<file path="config.mk">
export PLATFORM = sky130hd
export DESIGN_NAME = tfc_regs
export DESIGN_NICKNAME = d
export VERILOG_FILES = /design/src/logic/tfc_pkg.sv /design/src/logic/tfc_pin_sync.sv /design/src/logic/tfc_regs.sv
export VERILOG_INCLUDE_DIRS = /design/src /design/src/logic
export SDC_FILE = /design/constraint.sdc
export NUM_CORES = 1
export LEC_CHECK = 0
export ABC_AREA = 1
export BUFFER_PORTS_ARGS = -buffer_cell sky130_fd_sc_hd__buf_4
export CAP_MARGIN = 20
export CORE_AREA = 4 4 144 284
export DETAILED_ROUTE_END_ITERATION = 7
export DIE_AREA = 0 0 148 288
export PLACE_DENSITY = 0.82
export SETUP_SLACK_MARGIN = 0.3
export SLEW_MARGIN = 15
export SYNTH_ARGS = -nofsm -noshare
export SYNTH_HDL_FRONTEND = slang
export SYNTH_SLANG_ARGS = --single-unit
</file>
<file path="constraint.sdc">
create_clock -name clk_i -period 3.3 [get_ports clk_i]
set_input_delay 0.33 -clock clk_i [delete_from_list [all_inputs] [get_ports clk_i]]
set_output_delay 0.33 -clock clk_i [all_outputs]
set_load 0.1 [all_outputs]
</file>
<file path="src/logic/tfc_defines.svh">
// register offsets, reset values and field positions of the tx flow-control
// frame settings bank; word indices, byte address is index * 4
`ifndef TFC_DEFINES_SVH
`define TFC_DEFINES_SVH

`define TFC_NUM_QUEUES        8
`define TFC_IDX_DEST_LOW      12'h60d
`define TFC_IDX_DEST_HIGH     12'h60e
`define TFC_IDX_SRC_LOW       12'h60f
`define TFC_IDX_SRC_HIGH      12'h610
`define TFC_IDX_QUANTA_BASE   12'h620
`define TFC_IDX_HOLD_BASE     12'h628
`define TFC_IDX_SELECT        12'h640
`define TFC_IDX_REQ_MODE      12'h641
`define TFC_IDX_REQ_BITS      12'h642

`define TFC_RST_DEST_LOW      32'hc2000001
`define TFC_RST_DEST_HIGH     16'h0180
`define TFC_RST_SRC_LOW       32'hcbfc5add
`define TFC_RST_SRC_HIGH      16'he100
`define TFC_RST_QUANTA        16'hffff
`define TFC_RST_HOLD          16'hffff
`define TFC_RST_SELECT        1'h1
`define TFC_RST_REQ_SRC       8'h00
`define TFC_RST_REQ_MODE      1'h0
`define TFC_RST_REQ_BITS      8'h00

`define TFC_MODE_BIT          16
`define TFC_REQ_UPPER_LSB     16

`endif

</file>
<file path="src/logic/tfc_pkg.sv">
// types shared by the tx flow-control settings bank
// assumes tfc_defines.svh is on the include path
`include "tfc_defines.svh"

package tfc_pkg;

  typedef logic [15:0] tfc_quanta_t;
  typedef logic [`TFC_NUM_QUEUES-1:0] tfc_qmask_t;

  typedef enum logic {
    TFC_FRAME_PAUSE,
    TFC_FRAME_PFC
  } tfc_frame_kind_t;

  typedef struct packed {
    logic [31:0]                 dest_low;
    logic [15:0]                 dest_high;
    logic [31:0]                 src_low;
    logic [15:0]                 src_high;
    tfc_quanta_t [`TFC_NUM_QUEUES-1:0] quanta;
    tfc_quanta_t [`TFC_NUM_QUEUES-1:0] hold;
    logic                        select_pfc;
    tfc_qmask_t                  req_from_reg;
    logic                        two_bit_mode;
    tfc_qmask_t                  req_low;
    tfc_qmask_t                  req_high;
    logic [31:0]                 rdata;
    logic                        ack;
    logic                        err;
  } tfc_state_t;

  typedef struct packed {
    logic [2:0] sync;
    logic       level;
  } tfc_pin_state_t;

endpackage

</file>
<file path="src/logic/tfc_pin_sync.sv">
// synchroniser for one asynchronous request pin
// three flops; the output changes once the second and third flops agree
`timescale 1ns/1ns

module tfc_pin_sync (
  // clock and reset
  input  wire logic clk_i,
  input  wire logic rst_i,
  // pin and clean level
  input  wire logic pin_i,
  output logic      level_o
);

  tfc_pkg::tfc_pin_state_t st;
  tfc_pkg::tfc_pin_state_t next_st;

  always_comb begin
    next_st      = st;
    next_st.sync = {st.sync[1:0], pin_i};
    // first stage feeds only the second
    if (st.sync[1] == st.sync[2]) begin
      next_st.level = st.sync[2];
    end
  end

  // reset level matches the idle pin, so no false request follows reset
  always_ff @(posedge clk_i) begin
    if (rst_i) begin
      st <= '0;
    end else begin
      st <= next_st;
    end
  end

  assign level_o = st.level;

endmodule

</file>
<file path="src/logic/tfc_regs.sv">
// tx flow-control frame settings bank with a classic wishbone slave
// assumes byte addressing, 32-bit data, one clock; request pins asynchronous
//
// How it works
// - dest address upper 16 bits live in bits 15:0, reset 0x0180.
// - source address low 32 bits are a full read/write register.
// - source address upper 16 bits in bits 15:0, reset 0xe100.
// - per-queue 16-bit pause quanta at index 0x620 plus n, reset 0xffff.
// - per-queue 16-bit xoff hold quanta at 0x628 plus n, reset 0xffff.
// - select bit zero gives pause frames, one gives pfc; resets to one.
// - the pause or pfc choice affects queue 0 only.
// - in 2-bit mode per-queue bit picks pins (0) or register (1).
// - bit 16 of request mode picks 1-bit (0) or 2-bit (1) mode.
// - dest address low 32 bits at 0x60d, reset 0xc2000001.
// - register request combines low and high bits into a 2-bit command.
`timescale 1ns/1ns
`include "tfc_defines.svh"

module tfc_regs (
  // clock and reset
  input  wire logic        clk_i,
  input  wire logic        rst_i,
  // wishbone slave
  input  wire logic        wb_cyc_i,
  input  wire logic        wb_stb_i,
  input  wire logic        wb_we_i,
  input  wire logic [13:0] wb_adr_i,
  input  wire logic [3:0]  wb_sel_i,
  input  wire logic [31:0] wb_dat_i,
  output logic [31:0]      wb_dat_o,
  output logic             wb_ack_o,
  output logic             wb_err_o,
  // request pins
  input  wire logic        xoff_request_pin_low_i,
  input  wire logic        xoff_request_pin_high_i,
  // settings to the frame generator
  output logic [47:0]      fc_dest_addr_o,
  output logic [47:0]      fc_src_addr_o,
  output logic [`TFC_NUM_QUEUES*16-1:0] pause_quanta_o,
  output logic [`TFC_NUM_QUEUES*16-1:0] xoff_hold_quanta_o,
  output logic [`TFC_NUM_QUEUES-1:0]    queue_pfc_o,
  output logic                          two_bit_mode_o,
  output logic [`TFC_NUM_QUEUES-1:0]    request_low_o,
  output logic [`TFC_NUM_QUEUES-1:0]    request_high_o
);

  localparam int NQ = `TFC_NUM_QUEUES;

  tfc_pkg::tfc_state_t st;
  tfc_pkg::tfc_state_t next_st;

  logic        pin_low;
  logic        pin_high;
  logic        access;
  logic [11:0] idx;
  logic        aligned;
  logic        hit;
  logic [31:0] wmask;
  logic [31:0] rd;
  logic [NQ-1:0] req_low;
  logic [NQ-1:0] req_high;

  tfc_pin_sync u_sync_low (
    .clk_i   (clk_i),
    .rst_i   (rst_i),
    .pin_i   (xoff_request_pin_low_i),
    .level_o (pin_low)
  );

  tfc_pin_sync u_sync_high (
    .clk_i   (clk_i),
    .rst_i   (rst_i),
    .pin_i   (xoff_request_pin_high_i),
    .level_o (pin_high)
  );

  // one new access per request; ack drops the cycle after it rose
  assign access  = wb_cyc_i && wb_stb_i && !st.ack;
  assign idx     = wb_adr_i[13:2];
  assign aligned = (wb_adr_i[1:0] == 2'h0);
  assign wmask   = {{8{wb_sel_i[3]}}, {8{wb_sel_i[2]}},
                    {8{wb_sel_i[1]}}, {8{wb_sel_i[0]}}};

  // address decode and read mux
  always_comb begin
    hit = aligned;
    rd  = 32'h0;
    if (idx == `TFC_IDX_DEST_LOW) begin
      rd = st.dest_low;
    end else if (idx == `TFC_IDX_DEST_HIGH) begin
      rd = {16'h0, st.dest_high};
    end else if (idx == `TFC_IDX_SRC_LOW) begin
      rd = st.src_low;
    end else if (idx == `TFC_IDX_SRC_HIGH) begin
      rd = {16'h0, st.src_high};
    end else if (idx >= `TFC_IDX_QUANTA_BASE &&
                 idx < `TFC_IDX_QUANTA_BASE + 12'(NQ)) begin
      rd = {16'h0, st.quanta[3'(idx - `TFC_IDX_QUANTA_BASE)]};
    end else if (idx >= `TFC_IDX_HOLD_BASE &&
                 idx < `TFC_IDX_HOLD_BASE + 12'(NQ)) begin
      rd = {16'h0, st.hold[3'(idx - `TFC_IDX_HOLD_BASE)]};
    end else if (idx == `TFC_IDX_SELECT) begin
      rd = {31'h0, st.select_pfc};
    end else if (idx == `TFC_IDX_REQ_MODE) begin
      rd = 32'h0;
      rd[NQ-1:0]        = st.req_from_reg;
      rd[`TFC_MODE_BIT] = st.two_bit_mode;
    end else if (idx == `TFC_IDX_REQ_BITS) begin
      rd = 32'h0;
      rd[NQ-1:0] = st.req_low;
      rd[`TFC_REQ_UPPER_LSB +: NQ] = st.req_high;
    end else begin
      hit = 1'b0;
    end
  end

  // next state: writes land only on implemented bits, the rest stay zero
  always_comb begin
    logic [31:0] wv;
    logic [31:0] cur;
    wv  = 32'h0;
    cur = rd;
    next_st       = st;
    next_st.ack   = 1'b0;
    next_st.rdata = st.rdata;
    next_st.err   = 1'b0;
    // unmapped or misaligned access answers with err, same timing as ack
    if (access && !hit && !st.err) begin
      next_st.err = 1'b1;
    end
    if (access && hit) begin
      next_st.ack = 1'b1;
      if (wb_we_i) begin
        wv = (cur & ~wmask) | (wb_dat_i & wmask);
        if (idx == `TFC_IDX_DEST_LOW) begin
          next_st.dest_low = wv;
        end else if (idx == `TFC_IDX_DEST_HIGH) begin
          next_st.dest_high = wv[15:0];
        end else if (idx == `TFC_IDX_SRC_LOW) begin
          next_st.src_low = wv;
        end else if (idx == `TFC_IDX_SRC_HIGH) begin
          next_st.src_high = wv[15:0];
        end else if (idx >= `TFC_IDX_QUANTA_BASE &&
                     idx < `TFC_IDX_QUANTA_BASE + 12'(NQ)) begin
          next_st.quanta[3'(idx - `TFC_IDX_QUANTA_BASE)] = wv[15:0];
        end else if (idx >= `TFC_IDX_HOLD_BASE &&
                     idx < `TFC_IDX_HOLD_BASE + 12'(NQ)) begin
          next_st.hold[3'(idx - `TFC_IDX_HOLD_BASE)] = wv[15:0];
        end else if (idx == `TFC_IDX_SELECT) begin
          next_st.select_pfc = wv[0];
        end else if (idx == `TFC_IDX_REQ_MODE) begin
          next_st.req_from_reg = wv[NQ-1:0];
          next_st.two_bit_mode = wv[`TFC_MODE_BIT];
        end else begin
          // request bits may change at any time
          next_st.req_low  = wv[NQ-1:0];
          next_st.req_high = wv[`TFC_REQ_UPPER_LSB +: NQ];
        end
      end else begin
        next_st.rdata = rd;
      end
    end
  end

  always_ff @(posedge clk_i) begin
    if (rst_i) begin
      st              <= '0;
      st.dest_low     <= `TFC_RST_DEST_LOW;
      st.dest_high    <= `TFC_RST_DEST_HIGH;
      st.src_low      <= `TFC_RST_SRC_LOW;
      st.src_high     <= `TFC_RST_SRC_HIGH;
      st.quanta       <= {NQ{`TFC_RST_QUANTA}};
      st.hold         <= {NQ{`TFC_RST_HOLD}};
      st.select_pfc   <= `TFC_RST_SELECT;
      st.req_from_reg <= `TFC_RST_REQ_SRC;
      st.two_bit_mode <= `TFC_RST_REQ_MODE;
      st.req_low      <= `TFC_RST_REQ_BITS;
      st.req_high     <= `TFC_RST_REQ_BITS;
    end else begin
      st <= next_st;
    end
  end

  // request routing; the single pin pair is shared by all pin-driven queues
  // and 1-bit mode uses only the low request line
  genvar q;
  generate
    for (q = 0; q < NQ; q++) begin : g_queue
      always_comb begin
        if (st.two_bit_mode && st.req_from_reg[q]) begin
          req_low[q]  = st.req_low[q];
          req_high[q] = st.req_high[q];
        end else if (st.two_bit_mode) begin
          req_low[q]  = pin_low;
          req_high[q] = pin_high;
        end else begin
          req_low[q]  = st.req_low[q];
          req_high[q] = 1'b0;
        end
      end
      assign pause_quanta_o[q*16 +: 16]     = st.quanta[q];
      assign xoff_hold_quanta_o[q*16 +: 16] = st.hold[q];
      if (q == 0) begin : g_q0
        assign queue_pfc_o[q] = st.select_pfc;
      end else begin : g_qn
        assign queue_pfc_o[q] = 1'b1;
      end
    end
  endgenerate

  assign request_low_o  = req_low;
  assign request_high_o = req_high;
  assign two_bit_mode_o = st.two_bit_mode;
  assign fc_dest_addr_o = {st.dest_high, st.dest_low};
  assign fc_src_addr_o  = {st.src_high, st.src_low};
  assign wb_dat_o       = st.rdata;
  assign wb_ack_o       = st.ack;
  assign wb_err_o       = st.err;

endmodule

</file>
==> results.sh <==
export IMPL_ys_flop_type="dfxtp_1"
export IMPL_die_area_um2=42600
export IMPL_drt_total_wl_mm=85.9
export IMPL_ys_ff_latch=420
export IMPL_drtIter0Drc=2275
export IMPL_reg2regPathDepth=12
export IMPL_r2r_start="pause_quanta_o[3]"
export IMPL_cts_buffers=39
export IMPL_initial_core_util=0.563
export IMPL_cts_sinks=420
export IMPL_cpPeakStageDelay_ns=0.47
export IMPL_hpwl_mm=64.6
export IMPL_num_vias=21600
export IMPL_start_kind="primary input"
export IMPL_status="finished clean"
export IMPL_grt_usage=0.386
export IMPL_skew_ns=0.0184
export IMPL_whs_path_depth=3
export IMPL_grt_ovfl_total=0
export IMPL_ant_nets=0
export IMPL_io_buffers=460
export IMPL_max_slew_margin=0.263
export IMPL_num_rows=102
export IMPL_area_growth_syn_to_layout_pct=11.0
export IMPL_gp_congestion=1.06
export IMPL_drt_pre_antenna_iters=6
export IMPL_final_max_slew_viol_count=0
export IMPL_path_cells="buf_4, inv_1, buf_4, nand3_2, buf_4, o22ai_1, nor2_1, nand3_1, nand3_1, o21ai_0, nand2_1, inv_1, o21ai_0"
export IMPL_hold_violations=0
export IMPL_power_uw=10400
export IMPL_crit_type="in -> reg"
export IMPL_drive_gt1_frac=0.218
export IMPL_grt_max_degree=100
export IMPL_rrSetupSlack_ns=0.95
export IMPL_vias_per_cell=5.82
export IMPL_grt_pass1_vias=20600
export IMPL_maxCapViolCount=0
export IMPL_critPathCaptureType="flip-flop"
export IMPL_fp_dieW_um=148
export IMPL_wl_per_cell_um=23.2
export IMPL_path_clk_slew_ns=0.06
export IMPL_cp_common_cell="buf_4"
export IMPL_tightest_slew_ns=1.11
export IMPL_fin_setup_tns_ns=0
export IMPL_ys_seq_area_frac=0.385
export IMPL_nets=3217
export IMPL_hold_path_class="in -> reg"
export IMPL_cts_root_buf="clkbuf_16"
export IMPL_clockBufferDepth=3
export IMPL_worstPathMaxFanout=38
export IMPL_p_per_area_nw_per_um2=427
export IMPL_antenna_found_initial=1
export IMPL_insertion_delay_ns=0.56
export IMPL_max_freq_ghz=0.378
export IMPL_finalSetupViolations=0
export IMPL_yosysWarnings=0
export IMPL_coreArea_um2=38800
export IMPL_power_leakage_uw=0.0111
export IMPL_ios=468
export IMPL_synthArstFlopShare=0
export IMPL_hold_path_startpoint="wb_dat_i[19]"
export IMPL_r2r_end="pause_quanta_o[51]"
export IMPL_grt_setup_unrepaired="no"
export IMPL_cts_setup_buffers=0
export IMPL_h_tree_depth=2
export IMPL_synth_distinct_cells=41
export IMPL_min_to="fc_dest_addr_o[19]"
export IMPL_period_needed_ns=2.65
export IMPL_syn_inst=3132
export IMPL_route_detailed_drc=0
export IMPL_crit_required_ns=3.70
export IMPL_finish_utilization=0.625
export IMPL_die_h_um=288
export IMPL_syn_area_um2=21800
export IMPL_cts_tree="yes"
export IMPL_grt_pass1_wl_mm=126
export IMPL_worstPathArrival_ns=3.05
export IMPL_fin_crit_sh=0.802
export IMPL_ir_worst_vdd_mv=0.341
export IMPL_synth_edf_count=0
export IMPL_slowest_stage="buf_4"
export IMPL_avgSynthCellArea_um2=6.97
-- cell usage in the layout, fill, tap and decap left out, types with 11 or more instances in the layout --
cell / count
nand2_1: 956
buf_4: 530
dfxtp_1: 420
a21oi_1: 370
o21ai_0: 232
nor2_1: 149
inv_1: 118
nand3_1: 108
clkbuf_16: 39
o22ai_1: 35
or2_2: 23
o211ai_1: 17
o21ai_1: 16
nand4_1: 13
inv_2: 12
nor2_4: 11
nand2_2: 11
buf_12: 11
-- sequential cells by signal, summed over array words and instances (netlist names) --
| signal | flops |
|---|---|
| pause_quanta_o | 128 |
| xoff_hold_quanta_o | 128 |
| fc_dest_addr_o | 48 |
| fc_src_addr_o | 48 |
| wb_dat_o | 32 |
| st | 24 |
| u_sync_high.next_st | 2 |
| u_sync_low.next_st | 2 |
| queue_pfc_o | 1 |
| two_bit_mode_o | 1 |
| u_sync_high.level_o | 1 |
| u_sync_high.st | 1 |
| u_sync_low.level_o | 1 |
| u_sync_low.st | 1 |
| wb_ack_o | 1 |
| wb_err_o | 1 |
-- synthesized netlist by cell type (6+ instances only) --
master,instances,area [um2]
inv_1,119,447
nand2_2,11,68.8
buf_2,67,335
inv_2,12,45.0
dfxtp_1,420,8410
buf_4,413,3100
o211ai_1,17,128
clkbuf_1,58,218
nand2_1,956,3590
a211oi_1,9,67.6
a21oi_1,374,1870
nand2_4,8,90.1
buf_1,23,86.3
o21ai_1,16,80.1
o21ai_0,232,1160
nand3_1,108,541
o22ai_1,35,219
nand4_1,13,81.3
nand3_2,6,60.1
nor2_1,152,571
nor2_4,10,113
or2_2,23,144
a31oi_1,7,43.8
-- critical path: cells and delay by family --
family / cells / cell delay [ns]
AOI/OAI and AO/OA: 3 / 0.55
and+or+nand+nor: 5 / 0.72
buffers and inverters: 5 / 1.42
-- power breakdown --
part / internal, uW / switching, uW
registers: 5070 / 2.03
clock network: 2400 / 2040
logic: 206 / 634
-- cell type report --
class	count	area, um2
fill	3637	14600
multi-input combinational	2020	9250
sequential	420	8410
timing repair buffer	544	4230
clock buffer	52	1080
tap	520	651
inverter	135	508
clock inverter	11	104
antenna	1	2.50
-- worst max-delay path by stage --
| stage | end | from | slack (ns) |
|---|---|---|---|
| after floorplan | request_high_o[2] | two_bit_mode_o | 0.16 |
| after global placement | xoff_hold_quanta_o[24] | wb_adr_i[3] | 0.29 |
| after detailed placement | xoff_hold_quanta_o[8] | wb_adr_i[3] | 0.20 |
| after CTS | xoff_hold_quanta_o[8] | wb_adr_i[3] | 0.70 |
| after global routing | xoff_hold_quanta_o[56] | wb_adr_i[3] | 0.51 |
| final | xoff_hold_quanta_o[104] | wb_adr_i[3] | 0.65 |
-- stage by stage --
stage	worst slack (ns)	hold slack (ns)	cells	instance area [um2]
2_1_floorplan	0.160	0.388	3138	21900
3_3_place_gp	0.295	0.391	3637	23000
3_5_place_dp	0.198	0.396	3637	23000
4_1_cts	0.696	0.112	3702	24200
5_1_grt	0.505	0.137	3703	24200
6_report	0.653	0.123	3703	24200
-- repair_timing --
| action | CTS | global route |
|---|---|---|
| setup endpoints to repair | 0 | 0 |
| hold endpoints to repair | 2 | 0 |
| resized for setup | 0 | 0 |
| hold buffers | 2 | 0 |
-- routing by layer --
| layer | share of wire | vias to the layer above | GRT usage |
|---|---|---|---|
| met5 | 0 | - | 0 |
| met4 | 0.10 | 0 | 0.335 |
| met3 | 0.089 | 419 | 0.0822 |
| met2 | 0.49 | 1385 | 0.660 |
| met1 | 0.32 | 9959 | 0.393 |
| li1 | - | 9799 | - |
-- logic make-up after synthesis --
group | count (synthesis) | share of synthesized area
DFF | 420 | 0.385
buffers and inverters | 698 | 0.196
other | 1 | 0.000172
AOI/OAI and AO/OA | 696 | 0.166
muxes | 5 | 0.00229
and+or+nand+nor | 1312 | 0.251
Power figures use the tool's default switching activity.
